### config.mk
export PLATFORM = sky130hd
export DESIGN_NAME = pswc_config_top
export DESIGN_NICKNAME = d
export VERILOG_FILES = /design/src/verilog/pswc_pkg.sv /design/src/verilog/pswc_link_if.sv /design/src/verilog/pswc_bus_pins.sv /design/src/verilog/pswc_fault_status.sv /design/src/verilog/pswc_config_top.sv
export SDC_FILE = /design/constraint.sdc
export NUM_CORES = 1
export LEC_CHECK = 0
export BUFFER_PORTS_ARGS = -buffer_cell sky130_fd_sc_hd__clkbuf_2
export CAP_MARGIN = 30
export CORE_AREA = 2 2 112 87
export DETAILED_ROUTE_END_ITERATION = 10
export DIE_AREA = 0 0 114 89
export PLACE_DENSITY = 0.72
export SLEW_MARGIN = 20
export SYNTH_ARGS = -nofsm -noshare
export SYNTH_HDL_FRONTEND = slang
export SYNTH_SLANG_ARGS = --single-unit
### constraint.sdc
create_clock -name mclk -period 2.1 [get_ports mclk]
set_input_delay 0.42 -clock mclk [delete_from_list [all_inputs] [get_ports mclk]]
set_output_delay 0.42 -clock mclk [all_outputs]
set_load 0.02 [all_outputs]
### src/verilog/pswc_pkg.sv
/*
 * Constants shared by the power switch configuration register block:
 * register offsets, field positions, reset values and bus states.
 * Assumes it is compiled before every other file of the block.
 */
package pswc_pkg;

    // =====================================================================
    // Register offsets.
    // =====================================================================
    localparam logic [7:0] STATUS_OFS  = 8'h05;
    localparam logic [7:0] MASK_OFS    = 8'h07;
    localparam logic [7:0] LOCKOUT_OFS = 8'h08;
    localparam logic [7:0] HV_TRIP_OFS = 8'h09;
    localparam logic [7:0] FV_TRIP_OFS = 8'h0A;
    localparam logic [7:0] CONTROL_OFS = 8'h0B;

    // =====================================================================
    // Field widths, positions and reset values.
    // =====================================================================
    localparam int LOCKOUT_W = 3;
    localparam int TRIP_W    = 4;
    localparam int CONTROL_W = 4;

    localparam int HV_OC_BLOCK_BIT = 1;
    localparam int HV_OV_BLOCK_BIT = 0;
    localparam int ROLE_SWAP_BIT   = 3;
    localparam int FLAT_BATT_BIT   = 2;
    localparam int DISCHARGE_BIT   = 1;
    localparam int REG_OFF_BIT     = 0;

    localparam logic [LOCKOUT_W-1:0] LOCKOUT_RST = 3'h1;
    localparam logic [TRIP_W-1:0]    HV_TRIP_RST = 4'h6;
    localparam logic [TRIP_W-1:0]    FV_TRIP_RST = 4'h6;
    localparam logic [CONTROL_W-1:0] CONTROL_RST = 4'h0;
    localparam logic [7:0]           MASK_RST    = 8'h00;
    localparam logic [7:0]           STATUS_RST  = 8'h00;

    // =====================================================================
    // Serial bus slave states.
    // =====================================================================
    typedef enum logic [2:0] {
        ST_IDLE,
        ST_ADDR,
        ST_ADDR_ACK,
        ST_WR_BYTE,
        ST_WR_ACK,
        ST_RD_BYTE,
        ST_RD_ACK,
        ST_RD_LOAD
    } pswc_state_t;

endpackage

### src/verilog/pswc_link_if.sv
/*
 * Internal carrier between the bus pin conditioner, the fault status
 * block and the register core.
 * Assumes all three modules share mclk and reset.
 */
interface pswc_link_if;
    logic       sclRise;      // Clock line rose.
    logic       sclFall;      // Clock line fell.
    logic       startSeen;    // Start or repeated start.
    logic       stopSeen;     // Stop condition.
    logic       sdaLevel;     // Registered data line level.
    logic [7:0] statusValue;  // Sticky fault flags.
    logic [7:0] clearBits;    // Flags just read, to be cleared.
    logic [7:0] blockMask;    // Interrupt block bits.

    modport pins (output sclRise, sclFall, startSeen, stopSeen, sdaLevel);
    modport stat (input clearBits, blockMask, output statusValue);
    modport core (input sclRise, sclFall, startSeen, stopSeen, sdaLevel,
                  input statusValue, output clearBits, blockMask);
endinterface

### src/verilog/pswc_bus_pins.sv
/*
 * Samples the serial clock and data pins and flags edges, start and
 * stop conditions.
 * Assumes the pins are already synchronous to mclk.
 */
module pswc_bus_pins
    import pswc_pkg::*;
(
    input  wire logic  mclk,     // System clock.
    input  wire logic  reset,    // Asynchronous reset, high.
    input  wire logic  sclPin,   // Serial clock pin level.
    input  wire logic  sdaPin,   // Serial data pin level.
    pswc_link_if.pins  link      // Conditioned events.
);

    typedef struct packed {
        logic sclNow;
        logic sclOld;
        logic sdaNow;
        logic sdaOld;
    } pswc_pins_t;

    pswc_pins_t r;
    pswc_pins_t n;

    // =====================================================================
    // State.
    // =====================================================================
    always_comb
    begin
        n        = r;
        n.sclNow = sclPin;
        n.sclOld = r.sclNow;
        n.sdaNow = sdaPin;
        n.sdaOld = r.sdaNow;
    end

    always_ff @(posedge mclk or posedge reset)
    begin
        if (reset)
        begin
            r <= '{sclNow: 1'b1, sclOld: 1'b1, sdaNow: 1'b1, sdaOld: 1'b1};
        end
        else
        begin
            r <= n;
        end
    end

    // =====================================================================
    // Events.
    // =====================================================================
    // A data edge while the clock stays high frames a transfer.
    assign link.sclRise   = r.sclNow & ~r.sclOld;
    assign link.sclFall   = ~r.sclNow & r.sclOld;
    assign link.startSeen = r.sclNow & r.sclOld & r.sdaOld & ~r.sdaNow;
    assign link.stopSeen  = r.sclNow & r.sclOld & ~r.sdaOld & r.sdaNow;
    assign link.sdaLevel  = r.sdaNow;

endmodule // pswc_bus_pins

### src/verilog/pswc_fault_status.sv
/*
 * Sticky fault flags, cleared by reading, and the masked interrupt pin.
 * Assumes fault events are one-cycle pulses synchronous to mclk.
 */
module pswc_fault_status
    import pswc_pkg::*;
(
    input  wire logic       mclk,        // System clock.
    input  wire logic       reset,       // Asynchronous reset, high.
    input  wire logic [7:0] faultEvent,  // Fault event pulses.
    output      logic       irqPin_n,    // Interrupt, low active.
    pswc_link_if.stat       link         // Flags and mask.
);

    typedef struct packed {
        logic [7:0] status;
        logic       irqN;
    } pswc_stat_t;

    pswc_stat_t r;
    pswc_stat_t n;

    // =====================================================================
    // Flags and interrupt.
    // =====================================================================
    always_comb
    begin
        n = r;
        // Only the bits loaded for sending by a status read are cleared, and a
        // new event in the same cycle sets its flag again.
        n.status = (r.status & ~link.clearBits) | faultEvent;
        // Masked flags are still recorded but do not reach the pin.
        n.irqN = ~(|(n.status & ~link.blockMask));
    end

    always_ff @(posedge mclk or posedge reset)
    begin
        if (reset)
        begin
            r <= '{status: STATUS_RST, irqN: 1'b1};
        end
        else
        begin
            r <= n;
        end
    end

    assign link.statusValue = r.status;
    assign irqPin_n         = r.irqN;

endmodule // pswc_fault_status

### src/verilog/pswc_config_top.sv
/*
 * Configuration register bank of a power switch, reached through a
 * serial two-wire bus slave: fault flags and mask, lockout level,
 * source trip levels and device control.
 * Assumes bus pins and fault events are synchronous to mclk and that
 * mclk is fast enough to see every bus edge.
 */
// Behaviour
// Mask bit 1 blocks high-voltage source overcurrent interrupt; resets zero.
// Mask bit 0 blocks high-voltage source overvoltage interrupt; resets zero.
// Offset 08h holds lockout level select, reset code 01h, upper bits zero.
// Offset 09h bits 3:0 hold high-voltage trip level, reset 06h.
// Offset 0Ah bits 3:0 hold five-volt trip level, reset 06h.
// Control bit 3 arms fast role swap.
// Control bit 2 makes the device leave flat battery mode.
// Control bit 1 turns on bus discharge.
// Control bit 0 shuts the internal regulator down.
// All control fields read zero after reset; bits 7:4 reserved.
// Host reads and writes all registers through the serial bus slave; the flag register at 05h takes writes without effect.
// Overcurrent flag status bit 1 sets on trip, clears on read.
// Mask bits gate interrupt only; flags are still recorded.
// Interrupt asserted while any unmasked flag is set.
// Reserved bits ignore writes and read zero.
module pswc_config_top
    import pswc_pkg::*;
#(
    parameter logic [6:0] SLAVE_BASE = 7'h40  // Upper address bits.
)
(
    input  wire logic                 mclk,               // 100 MHz clock.
    input  wire logic                 reset,              // Async, high.
    input  wire logic                 scl,                // Bus clock in.
    input  wire logic                 sdaIn,              // Bus data in.
    output      logic                 sdaOut,             // Bus data out.
    output      logic                 sdaOe,              // Drives data low.
    input  wire logic [1:0]           addrSelect,         // Address strap.
    input  wire logic [7:0]           faultEvent,         // Fault pulses.
    output      logic                 irqPin_n,           // Interrupt, low.
    output      logic [LOCKOUT_W-1:0] lockoutLevelSelect, // Lockout level.
    output      logic [TRIP_W-1:0]    highSideTripLevel,  // HV trip level.
    output      logic [TRIP_W-1:0]    fiveVoltTripLevel,  // 5V trip level.
    output      logic                 roleSwapArm,        // Role swap armed.
    output      logic                 flatBatteryLeave,   // Leave flat batt.
    output      logic                 busDischargeOn,     // Discharge on.
    output      logic                 regulatorOff        // Regulator off.
);

    // =====================================================================
    // State record.
    // =====================================================================
    typedef struct packed {
        pswc_state_t          state;
        logic [2:0]           bitCnt;
        logic [7:0]           shift;
        logic [7:0]           pointer;
        logic                 gotPointer;
        logic                 readDir;
        logic                 sdaDrive;
        logic [7:0]           clearBits;
        logic [LOCKOUT_W-1:0] lockout;
        logic [TRIP_W-1:0]    hvTrip;
        logic [TRIP_W-1:0]    fvTrip;
        logic [CONTROL_W-1:0] control;
        logic [7:0]           mask;
    } pswc_core_t;

    localparam pswc_core_t CORE_RST = '{
        state:      ST_IDLE,
        bitCnt:     3'h0,
        shift:      8'h00,
        pointer:    8'h00,
        gotPointer: 1'b0,
        readDir:    1'b0,
        sdaDrive:   1'b0,
        clearBits:  8'h00,
        lockout:    LOCKOUT_RST,
        hvTrip:     HV_TRIP_RST,
        fvTrip:     FV_TRIP_RST,
        control:    CONTROL_RST,
        mask:       MASK_RST
    };

    pswc_core_t r;
    pswc_core_t n;
    logic [7:0] rxByte;

    pswc_link_if link ();

    // =====================================================================
    // Sub-blocks.
    // =====================================================================
    pswc_bus_pins u_pins (
        .mclk   (mclk),
        .reset  (reset),
        .sclPin (scl),
        .sdaPin (sdaIn),
        .link   (link)
    );

    pswc_fault_status u_status (
        .mclk       (mclk),
        .reset      (reset),
        .faultEvent (faultEvent),
        .irqPin_n   (irqPin_n),
        .link       (link)
    );

    // =====================================================================
    // Register access helpers.
    // =====================================================================
    // Unmapped offsets and reserved bits read as zero.
    function automatic logic [7:0] regRead(
        input logic [7:0] ofs,
        input pswc_core_t s,
        input logic [7:0] stat
    );
        case (ofs)
            STATUS_OFS:  regRead = stat;
            MASK_OFS:    regRead = s.mask;
            LOCKOUT_OFS: regRead = 8'(s.lockout);
            HV_TRIP_OFS: regRead = 8'(s.hvTrip);
            FV_TRIP_OFS: regRead = 8'(s.fvTrip);
            CONTROL_OFS: regRead = 8'(s.control);
            default:     regRead = 8'h00;
        endcase
    endfunction

    // Loads the byte at the pointer for sending and advances the pointer.
    // Reading the status offset hands the read value back for clearing.
    function automatic pswc_core_t loadRead(
        input pswc_core_t s,
        input logic [7:0] stat
    );
        pswc_core_t t;
        t          = s;
        t.shift    = regRead(s.pointer, s, stat);
        t.sdaDrive = ~t.shift[7];
        t.bitCnt   = 3'h0;
        t.pointer  = s.pointer + 8'h01;
        t.state    = ST_RD_BYTE;
        if (s.pointer == STATUS_OFS)
        begin
            t.clearBits = stat;
        end
        return t;
    endfunction

    // Stores a data byte at the pointer; the flag register and unmapped
    // offsets take writes without effect.
    function automatic pswc_core_t storeWrite(
        input pswc_core_t s,
        input logic [7:0] d
    );
        pswc_core_t t;
        t = s;
        case (s.pointer)
            MASK_OFS:    t.mask    = d;
            LOCKOUT_OFS: t.lockout = d[LOCKOUT_W-1:0];
            HV_TRIP_OFS: t.hvTrip  = d[TRIP_W-1:0];
            FV_TRIP_OFS: t.fvTrip  = d[TRIP_W-1:0];
            CONTROL_OFS: t.control = d[CONTROL_W-1:0];
            default:     t.mask    = s.mask;
        endcase
        t.pointer = s.pointer + 8'h01;
        return t;
    endfunction

    // =====================================================================
    // Bus slave sequencing.
    // =====================================================================
    // Data is taken on the rising bus clock and changed only after the
    // falling edge, so the slave never moves the line while clock is high.
    always_comb
    begin
        n           = r;
        n.clearBits = 8'h00;
        rxByte      = {r.shift[6:0], link.sdaLevel};
        if (link.startSeen)
        begin
            n.state      = ST_ADDR;
            n.bitCnt     = 3'h0;
            n.gotPointer = 1'b0;
            n.sdaDrive   = 1'b0;
        end
        else if (link.stopSeen)
        begin
            n.state    = ST_IDLE;
            n.sdaDrive = 1'b0;
        end
        else
        begin
            case (r.state)
                ST_IDLE:
                begin
                    n.sdaDrive = 1'b0;
                end
                ST_ADDR:
                begin
                    if (link.sclRise)
                    begin
                        n.shift  = rxByte;
                        n.bitCnt = r.bitCnt + 3'h1;
                        if (r.bitCnt == 3'h7)
                        begin
                            n.readDir = rxByte[0];
                            if (rxByte[7:1] == {SLAVE_BASE[6:2], addrSelect})
                            begin
                                n.state = ST_ADDR_ACK;
                            end
                            else
                            begin
                                n.state = ST_IDLE;
                            end
                        end
                    end
                end
                ST_ADDR_ACK:
                begin
                    if (link.sclFall && !r.sdaDrive)
                    begin
                        n.sdaDrive = 1'b1;
                    end
                    else if (link.sclFall && r.readDir)
                    begin
                        n = loadRead(r, link.statusValue);
                    end
                    else if (link.sclFall)
                    begin
                        n.sdaDrive = 1'b0;
                        n.bitCnt   = 3'h0;
                        n.state    = ST_WR_BYTE;
                    end
                end
                ST_WR_BYTE:
                begin
                    if (link.sclRise)
                    begin
                        n.shift  = rxByte;
                        n.bitCnt = r.bitCnt + 3'h1;
                        if (r.bitCnt == 3'h7)
                        begin
                            n.state = ST_WR_ACK;
                            if (!r.gotPointer)
                            begin
                                n.pointer    = rxByte;
                                n.gotPointer = 1'b1;
                            end
                            else
                            begin
                                n = storeWrite(n, rxByte);
                            end
                        end
                    end
                end
                ST_WR_ACK:
                begin
                    if (link.sclFall && !r.sdaDrive)
                    begin
                        n.sdaDrive = 1'b1;
                    end
                    else if (link.sclFall)
                    begin
                        n.sdaDrive = 1'b0;
                        n.bitCnt   = 3'h0;
                        n.state    = ST_WR_BYTE;
                    end
                end
                ST_RD_BYTE:
                begin
                    if (link.sclFall && r.bitCnt == 3'h7)
                    begin
                        n.sdaDrive = 1'b0;
                        n.state    = ST_RD_ACK;
                    end
                    else if (link.sclFall)
                    begin
                        n.bitCnt   = r.bitCnt + 3'h1;
                        n.shift    = {r.shift[6:0], 1'b0};
                        n.sdaDrive = ~r.shift[6];
                    end
                end
                ST_RD_ACK:
                begin
                    // A refusal from the host ends the read; the slave
                    // then waits quietly for stop or a new start.
                    if (link.sclRise)
                    begin
                        n.state = link.sdaLevel ? ST_IDLE : ST_RD_LOAD;
                    end
                end
                ST_RD_LOAD:
                begin
                    if (link.sclFall)
                    begin
                        n = loadRead(r, link.statusValue);
                    end
                end
                default:
                begin
                    n.state    = ST_IDLE;
                    n.sdaDrive = 1'b0;
                end
            endcase
        end
    end

    always_ff @(posedge mclk or posedge reset)
    begin
        if (reset)
        begin
            r <= CORE_RST;
        end
        else
        begin
            r <= n;
        end
    end

    // =====================================================================
    // Outputs.
    // =====================================================================
    assign link.clearBits = r.clearBits;
    assign link.blockMask = r.mask;
    assign sdaOut         = 1'b0;
    assign sdaOe          = r.sdaDrive;

    assign lockoutLevelSelect = r.lockout;
    assign highSideTripLevel  = r.hvTrip;
    assign fiveVoltTripLevel  = r.fvTrip;
    assign roleSwapArm        = r.control[ROLE_SWAP_BIT];
    assign flatBatteryLeave   = r.control[FLAT_BATT_BIT];
    assign busDischargeOn     = r.control[DISCHARGE_BIT];
    assign regulatorOff       = r.control[REG_OFF_BIT];

endmodule // pswc_config_top

==> impl_metrics.yaml, run 1 <==
outcome:
  status: "completed"
routing:
  drt_iter0_markers: 285
  first_pass_iters: 4
  ant_nets: 0
  vias: 3514
  drc: 0
  routedWlPerCell_um: 17.3
  routed_via_density: 5.82
  wl_mm: 10.4
synthesis:
  synth_top_family_by_area: "compound AO/OA/AOI/OAI gates"
  ys_ff_latch: 68
  synth-simple-area-share_pct: 18.0
  synth_compound_area_share_pct: 22.0
  ys_seq_area_share_pct: 43.1
  synth-async-reset-ratio_pct: 100
  synth_fp_nets: 461
  syn_area_mm2: 0.00397
  synth_fa_ha_area_share_pct: 2.14
  synth-xor-area-share_pct: 1.10
  yosys_warnings: 0
  ys_types: 65
  synth_mux_area_share_pct: 5.92
  synth_cells: 441
  synth_area_per_cell_um2: 9.01
  synth_flop_cell: "dfrtp_1"
  synth_edf_count: 0
floorplan:
  die_area_mm2: 0.0101
  core_area_mm2: 0.00893
  start_util_pct: 44.5
  die_h_um: 89
  die-width_um: 114
  io_pins: 32
  core.rowCount: 30
cts:
  cts_htree_levels: 3
  clkSinkCount: 68
  clk_pin_slew_ps: 60
  postCtsHoldBufs: 0
  insertion_delay_ps: 330
  clk_path_buf_depth: 2
  cts_buffers: 9
  cts_tree: "yes"
  root_buffer: "clkbuf_16"
cells_and_area:
  post-route-util_pct: 53.8
  n_antenna_cell: 0
  layout_common_cells: "dfrtp_1, nand2_1, buf_4"
  multi_input_area_mm2: 0.00201
  area_delta_synth_final_pct: 21.0
  fin_nets: 507
  drive_gt1_share_pct: 26.6
  final_cell_area_mm2: 0.00481
  ff_latch_area_mm2: 0.00172
  nFillCells: 803
  final_common_cell: "dfrtp_1"
worst_setup_path:
  critPathRequiredTime_ps: 2320
  start_kind: "flip-flop"
  cp-end-kind: "flip-flop"
  cp_max_fo: 3
  worstPathArrival_ps: 2300
  critPathKind: "flip-flop to flip-flop"
  r2r_setup_slack_ps: 10
worst_hold_path:
  worstHoldPathType: "primary input to async pin"
place:
  dpl.hpwl_mm: 7.51
  io_buffers: 30
  placedInstanceArea_mm2: 0.00442
  gp_congestion: 0.914
power:
  p_leak_nw: 1.98
  cellPowerDensity_mw_per_mm2: 992
  irDropWorstVdd_mv: 0.486
timing:
  relSlewSlack_pct: 66.4
  final.setup_skew_ps: 5.05
  fin_crit_ps: 2090
  setup_viol: 0
  rsz0062_at_grt: "true"
  finalHoldViolCount: 0
  fmax_ghz: 0.480
  worstMarginPinSlew_ps: 501
  holdWs_ps: 168
  slew_violations: 0
  finalCritPeriodShare_pct: 99.3
grt:
  grt_start_max_net_pins: 69
  overflow: 0
  grt_pass1_vias: 3276
  antenna_found_initial: 0
  track_usage_pct: 21.3
  grt_pass1_wl_mm: 16.8
run:
  drv_cap: 0
[synth_stat cells, types with 5 or more instances]
cell	instances	area, µm²
dfrtp_1	58	1450
nand2_1	46	173
nor2_1	30	113
o21ai_0	30	150
a21oi_1	27	135
inv_1	25	93.8
mux2_2	18	203
nand3_1	16	80.1
buf_4	14	105
a22oi_1	12	90.1
a22o_1	11	96.3
buf_2	11	55.1
clkbuf_1	11	41.3
dfstp_2	10	263
a21o_1	8	60.1
nor3_1	8	40.0
nand2b_1	7	43.8
o22ai_1	7	43.8
ha_1	6	75.1
nor2b_1	6	37.5
and3_1	5	31.3
[path summary, 6_finish.rpt]
check | depth (start not counted) | to | start
setup / recovery | 8 | r[50]$_DFFE_PP0P_ | r[51]$_DFFE_PP0P_
setup reg to reg | 8 | r[50]$_DFFE_PP0P_ | r[51]$_DFFE_PP0P_
hold / removal | 3 | sdaOe$_DFFE_PP0P_ | reset
min in group mclk | 1 | u_pins.link.sdaLevel$_DFF_PP1_ | sdaIn
max in group asynchronous | 3 | u_status.irqPin_n$_DFF_PP1_ | reset
hold reg to reg | 2 | link.clearBits[7]$_DFF_PP0_ | link.clearBits[7]$_DFF_PP0_
[stage by stage]
step	setup slack, ps	power (mW)	TNS, ps	std cells
2_1_floorplan	8.15	2.52	0	441
3_3_place_gp	0.261	3.00	0	587
3_5_place_dp	-48.9	3.04	-103	587
4_1_cts	2.69	4.70	0	603
5_1_grt	-64.8	5.01	-226	604
6_report	14.6	4.77	0	604
[final cells by class]
type,instances,area share (%)
multi-input combinational,310,41.8
sequential,68,35.7
timing repair buffer,73,11.0
clock buffer,10,4.76
tap,112,2.92
inverter,25,2.03
clock inverter,6,1.85
[where the power goes]
group | internal [mW] | leakage, nW | switching (mW) | total [mW]
logic | 0.638 | 0.979 | 0.822 | 1.46
clock network | 1.04 | 0.149 | 0.587 | 1.63
registers | 1.46 | 0.853 | 0.220 | 1.68
[worst max-delay path, stage by stage (launching register included)]
cell and delay [ps]:
dfrtp_1 390, ha_2 190, ha_4 160, nor2b_2 150
o21ai_1 130, a21oi_1 80, or3_4 350, a22o_1 250
mux2_4 260
[cells by family after synthesis]
family	after synthesis
buffers and inverters	63
DFF	68
xor gates and xnor gates	5
muxes	21
and+or+nand+nor	145
adders and majority gates	7
AOI/OAI and AO/OA	131
other	1
[flip-flops by register name (all words and copies together) (netlist names), 2 cells and up]
| name | cells |
|---|---|
| fiveVoltTripLevel | 4 |
| highSideTripLevel | 4 |
| r | 23 |
| lockoutLevelSelect | 3 |
| link.blockMask | 8 |
| u_pins.r | 2 |
| u_status.link.statusValue | 8 |
| link.clearBits | 8 |
[routing by layer]
layer  vias to the layer above  GRT usage [%]  part of all wire [%]
li1                       1664              -                     -
met2                       119           31.8                    44
met5                         -              0                     0
met4                         0           5.43                   1.1
met1                      1720           31.5                    49
met3                        11           4.47                   5.8
[timing repair]
| item | 4_1_cts | 5_1_grt |
|---|---|---|
| setup buffers | 0 | 0 |
| resized for setup | 5 | 11 |
| gates cloned | 0 | 1 |
| pin swaps | 2 | 4 |
| setup endpoints to repair | 3 | 30 |
Power figures use the tool's default switching activity.
==> inputs of run 2 (changes only) <==
- RECOVER_POWER: not set -> 25
==> run 2 against run 1 <==
Effect of this change: the run now ends with max-capacitance violations, max-slew violations left; fmax about the same; clock power about the same; global-route usage unchanged; routed wire length about the same; largest power group unchanged.
==> impl_metrics.yaml, run 2 (synthesis gave the netlist of run 1 again) <==
timing:
  setup_viol: 0
  fmax_ghz: 0.480
  finalHoldViolCount: 0
  final.setup_skew_ps: 5.05
  worstMarginPinSlew_ps: 1690
  fin_crit_ps: 2090
  rsz0062_at_grt: "true"
  slew_violations: 69
  finalCritPeriodShare_pct: 99.3
  relSlewSlack_pct: -12.6
grt:
  overflow: 0
  grt_pass1_wl_mm: 16.8
  track_usage_pct: 21.3
  antenna_found_initial: 0
  grt_start_max_net_pins: 69
  grt_pass1_vias: 3276
routing:
  drc: 0
  ant_nets: 0
  wl_mm: 10.4
  drt_iter0_markers: 285
  routedWlPerCell_um: 17.3
  routed_via_density: 5.82
  vias: 3513
  first_pass_iters: 4
floorplan:
  die-width_um: 114
  io_pins: 32
  core.rowCount: 30
  die_h_um: 89
  core_area_mm2: 0.00893
  die_area_mm2: 0.0101
  start_util_pct: 44.5
worst_setup_path:
  start_kind: "flip-flop"
  worstPathArrival_ps: 2300
  cp_slowest_cell: "dfrtp_1"
  cpPeakStageDelay_ps: 390
  critPathRequiredTime_ps: 2320
  cp-end-kind: "flip-flop"
  path_cells: "ha_2 > ha_4 > nor2b_2 > o21ai_1 > a21oi_1 > or3_4 > a22o_1 > mux2_4"
  cp_max_fo: 3
  critPathKind: "flip-flop to flip-flop"
cts:
  cts_htree_levels: 3
  clk_path_buf_depth: 2
  cts_buffers: 9
  insertion_delay_ps: 330
  clkSinkCount: 68
  clk_pin_slew_ps: 60
  root_buffer: "clkbuf_16"
  cts_tree: "yes"
cells_and_area:
  layoutNonFillerInstCount: 604
  drive_gt1_share_pct: 26.4
  post-route-util_pct: 53.6
  top_register: "r"
  area_delta_synth_final_pct: 20.6
  largest_reg_flops: 23
  final_common_cell: "dfrtp_1"
  n_antenna_cell: 0
  nFillCells: 805
  fin_nets: 507
  layout_common_cells: "dfrtp_1, nand2_1, buf_4"
place:
  dpl.hpwl_mm: 7.51
  gp_congestion: 0.914
  io_buffers: 30
  dp.cells: 587
worst_hold_path:
  worstHoldPathType: "primary input to flip-flop"
outcome:
  violations: "max-capacitance violations, max-slew violations"
  status: "finished, violations left"
power:
  cellPowerDensity_mw_per_mm2: 995
  p_leak_nw: 1.97
  irDropWorstVdd_mv: 0.486
run:
  drv_cap: 1
[run 2: cell types whose count changed in the layout (fill, tap and decap cells not counted), sizes merged]
| cell | previous run | this run |
|---|---|---|
| buf | 42 | 41 |
| clkbuf | 40 | 41 |
[run 2: layout make-up]
| class | instances | area (µm²) | share of cell area [%] |
|---|---|---|---|
| Tap cell | 112 | 140 | 2.93 |
| Multi-Input combinational cell | 310 | 2010 | 41.9 |
| Clock inverter | 6 | 88.8 | 1.85 |
| Clock buffer | 10 | 229 | 4.78 |
| Timing Repair Buffer | 73 | 510 | 10.7 |
| Sequential cell | 68 | 1720 | 35.8 |
| Inverter | 25 | 97.6 | 2.04 |
[run 2: path summary, 6_finish.rpt]
kind | slack [ps] | depth (start not counted) | startpoint | to
setup / recovery | 10 | 8 | r[51]$_DFFE_PP0P_ | r[50]$_DFFE_PP0P_
hold / removal | 170 | 1 | sdaIn | u_pins.link.sdaLevel$_DFF_PP1_
setup reg to reg | 10 | 8 | r[51]$_DFFE_PP0P_ | r[50]$_DFFE_PP0P_
hold reg to reg | 520 | 2 | link.clearBits[7]$_DFF_PP0_ | link.clearBits[7]$_DFF_PP0_
max in group asynchronous | 300 | 3 | reset | r[34]$_DFFE_PP0P_
min in group asynchronous | 690 | 3 | reset | sdaOe$_DFFE_PP0P_
[run 2: critical path, delay by kind of cell (launching register included)]
| kind | cells | cell delay (ps) |
|---|---|---|
| AND/OR/NAND/NOR | 2 | 500 |
| AO/OA/AOI/OAI | 3 | 460 |
| flip-flops | 1 | 390 |
| adder cells (fa/ha/maj) | 2 | 350 |
| multiplexers | 1 | 260 |
[run 2: stage by stage]
step                worst slack [ps]  power [mW]  area [µm²]  hold WS (ps)  TNS, ps
floorplan                       8.15        2.52        3980           352        0
global placement               0.261        3.00        4420           493        0
detailed placement             -48.9        3.04        4420           510     -103
CTS                             2.69        4.70        4760           161        0
global route                   -64.8        5.00        4790           161     -284
finish                          14.7        4.76        4790           168        0
[run 2: power breakdown]
group          internal [mW]  switching [mW]  leakage (nW)
combinational          0.635           0.821         0.970
sequential              1.46           0.220         0.853
clock                   1.04           0.587         0.149
[run 2: repair_timing]
action                     in CTS  in global routing
resized for setup               5                 11
pin swaps                       2                  4
buffers inserted                0                  0
hold buffers                    0                  0
cloned                          0                  1
setup endpoints to repair       3                 30
[run 2: layer usage]
layer,global-route usage (%),routed length (µm),vias up
met5,0,0,-
met4,5.43,119,0
met3,4.47,605,11
met2,31.8,4550,118
met1,31.5,5160,1720
li1,-,-,1664
==> inputs of run 3 (changes only) <==
- CORE_AREA: 2 2 112 87 -> 2 2 149 115
- DIE_AREA: 0 0 114 89 -> 0 0 151 117
- PLACE_DENSITY: 0.72 -> 0.49
==> run 3 against run 2 <==
Effect of this change: the flow finishes with violations (negative setup slack); sequential cell count did not move; fmax fell by 2.2%; register-to-register slack worse by 50 ps; largest cell class unchanged; non-clock buffer count grew 7; critical path type unchanged; critical endpoint unchanged; worst hold slack worse by 3.8 ps; clock power grew 6%; cell count increased by 18%.
==> impl_metrics.yaml, run 3 (synthesis gave the netlist of run 1 again) <==
routing:
  first_pass_iters: 5
  drc: 0
  routed_via_density: 4.91
  drt_iter0_markers: 277
  wl_mm: 11.6
  ant_nets: 0
  routedWlPerCell_um: 16.2
  vias: 3509
grt:
  track_usage_pct: 13.6
  grt_pass1_vias: 3343
  grt_start_max_net_pins: 33
  antenna_found_initial: 0
  overflow: 0
  grt_pass1_wl_mm: 18.4
cells_and_area:
  layout_common_cells: "dfrtp_1, buf_4, nand2_1"
  fin_nets: 514
  drive_gt1_share_pct: 30.1
  final_common_cell: "dfrtp_1"
  largest_reg_flops: 23
  n_antenna_cell: 0
  area_delta_synth_final_pct: 26.9
  final_cell_area_mm2: 0.00504
  post-route-util_pct: 30.9
  top_register: "r"
cts:
  root_buffer: "clkbuf_16"
  cts_buffers: 9
  postCtsHoldBufs: 0
  clk_path_buf_depth: 2
  clkSinkCount: 68
  clk_pin_slew_ps: 60
  cts_tree: "yes"
  insertion_delay_ps: 340
  cts_htree_levels: 3
timing:
  finalHoldViolCount: 0
  setup_viol: 3
  slew_violations: 0
  relSlewSlack_pct: 26.6
  fin_crit_ps: 2130
  worstMarginPinSlew_ps: 1090
  rsz0062_at_grt: "true"
  finalCritPeriodShare_pct: 102
  layout_setup_ws_ps: -31.7
  setup_tns_ps: -52.0
  final.setup_skew_ps: 7.58
  fmax_ghz: 0.469
worst_setup_path:
  startpoint: "r[51]$_DFFE_PP0P_"
  ff2ff_path_depth: 8
  critPathRequiredTime_ps: 2320
  start_kind: "flip-flop"
  r2r-start: "r[51]$_DFFE_PP0P_"
  critPathKind: "flip-flop to flip-flop"
  cp_max_fo: 3
  cp-end-kind: "flip-flop"
  worstPathArrival_ps: 2350
power:
  irDropWorstVdd_mv: 0.428
  cellPowerDensity_mw_per_mm2: 977
  p_leak_nw: 2.03
floorplan:
  die-width_um: 151
  io_pins: 32
  die_area_mm2: 0.0177
  start_util_pct: 24.4
  core.rowCount: 41
  die_h_um: 117
  core_area_mm2: 0.0163
place:
  placedInstanceArea_mm2: 0.00457
  dpl.hpwl_mm: 8.42
  io_buffers: 30
  gp_congestion: 0.881
worst_hold_path:
  min_path_cells: 1
  worstHoldPathType: "primary input to flip-flop"
  min_from: "scl"
run:
  drv_cap: 0
outcome:
  status: "finished, violations left"
  violations: "negative setup slack"
## run 3: cell count changes in the layout (fill, tap and decap cells not counted), moves of 2 or more
| cell | before | now |
|---|---|---|
| buf_4 | 38 | 45 |
| clkinvlp_4 | 3 | 0 |
| nand2_1 | 46 | 43 |
| nand2_2 | 0 | 3 |
| clkinv_4 | 1 | 3 |
| nor2b_1 | 5 | 3 |
| o21ai_1 | 7 | 5 |
## run 3: final timing paths
path                                                          to  slack (ps)
worst max-delay path                           r[50]$_DFFE_PP0P_         -30
worst min-delay path                       u_pins.n[2]$_DFF_PP1_         160
worst max register to register                 r[50]$_DFFE_PP0P_         -30
worst min register to register       link.clearBits[6]$_DFF_PP0_         520
max in group asynchronous          link.blockMask[5]$_DFFE_PP0P_         540
min in group asynchronous       fiveVoltTripLevel[0]$_DFFE_PP0P_         270
## run 3: final cells by class
| type | count | area [µm²] |
|---|---|---|
| Clock buffer | 10 | 239 |
| Tap cell | 215 | 269 |
| Fill cell | 1737 | 11300 |
| Multi-Input combinational cell | 310 | 2070 |
| Sequential cell | 68 | 1720 |
| Clock inverter | 6 | 95.1 |
| Inverter | 25 | 95.1 |
| Timing Repair Buffer | 80 | 557 |
## run 3: layer usage
layer	vias to the layer above	part of all wire, %	global-route usage [%]
met5	-	0	0
met4	0	1.3	3.86
met3	11	3.8	3.02
met2	84	42	18.7
met1	1728	52	20.9
li1	1686	-	-
## run 3: critical path, cell delays in order (launching register included)
cell and delay (ps):
dfrtp_1 390, ha_2 210, ha_4 160, nor2b_4 120, o21ai_1 130, a21oi_1 80, or3_4 390, a22o_1 280
mux2_4 260
## run 3: report_power, final
part	internal [mW]	total (mW)	switching, mW
Combinational	0.665	1.52	0.859
Clock	1.08	1.73	0.645
Sequential	1.46	1.68	0.215
## run 3: timing repair
item                                    CTS  global route
pin swaps                                 1            11
buffers inserted                          0             5
endpoints found under the setup margin   13            41
gates resized for setup                   6            25
## run 3: metrics by stage
step           hold WS, ps  power (mW)  std cells  worst slack [ps]
2_1_floorplan          352        2.52        441              8.15
3_3_place_gp           420        3.03        693             -31.6
3_5_place_dp           422        3.04        693             -61.4
4_1_cts                145        4.81        709             -15.6
5_1_grt                152        5.18        714              -109
6_report               164        4.93        714             -31.7
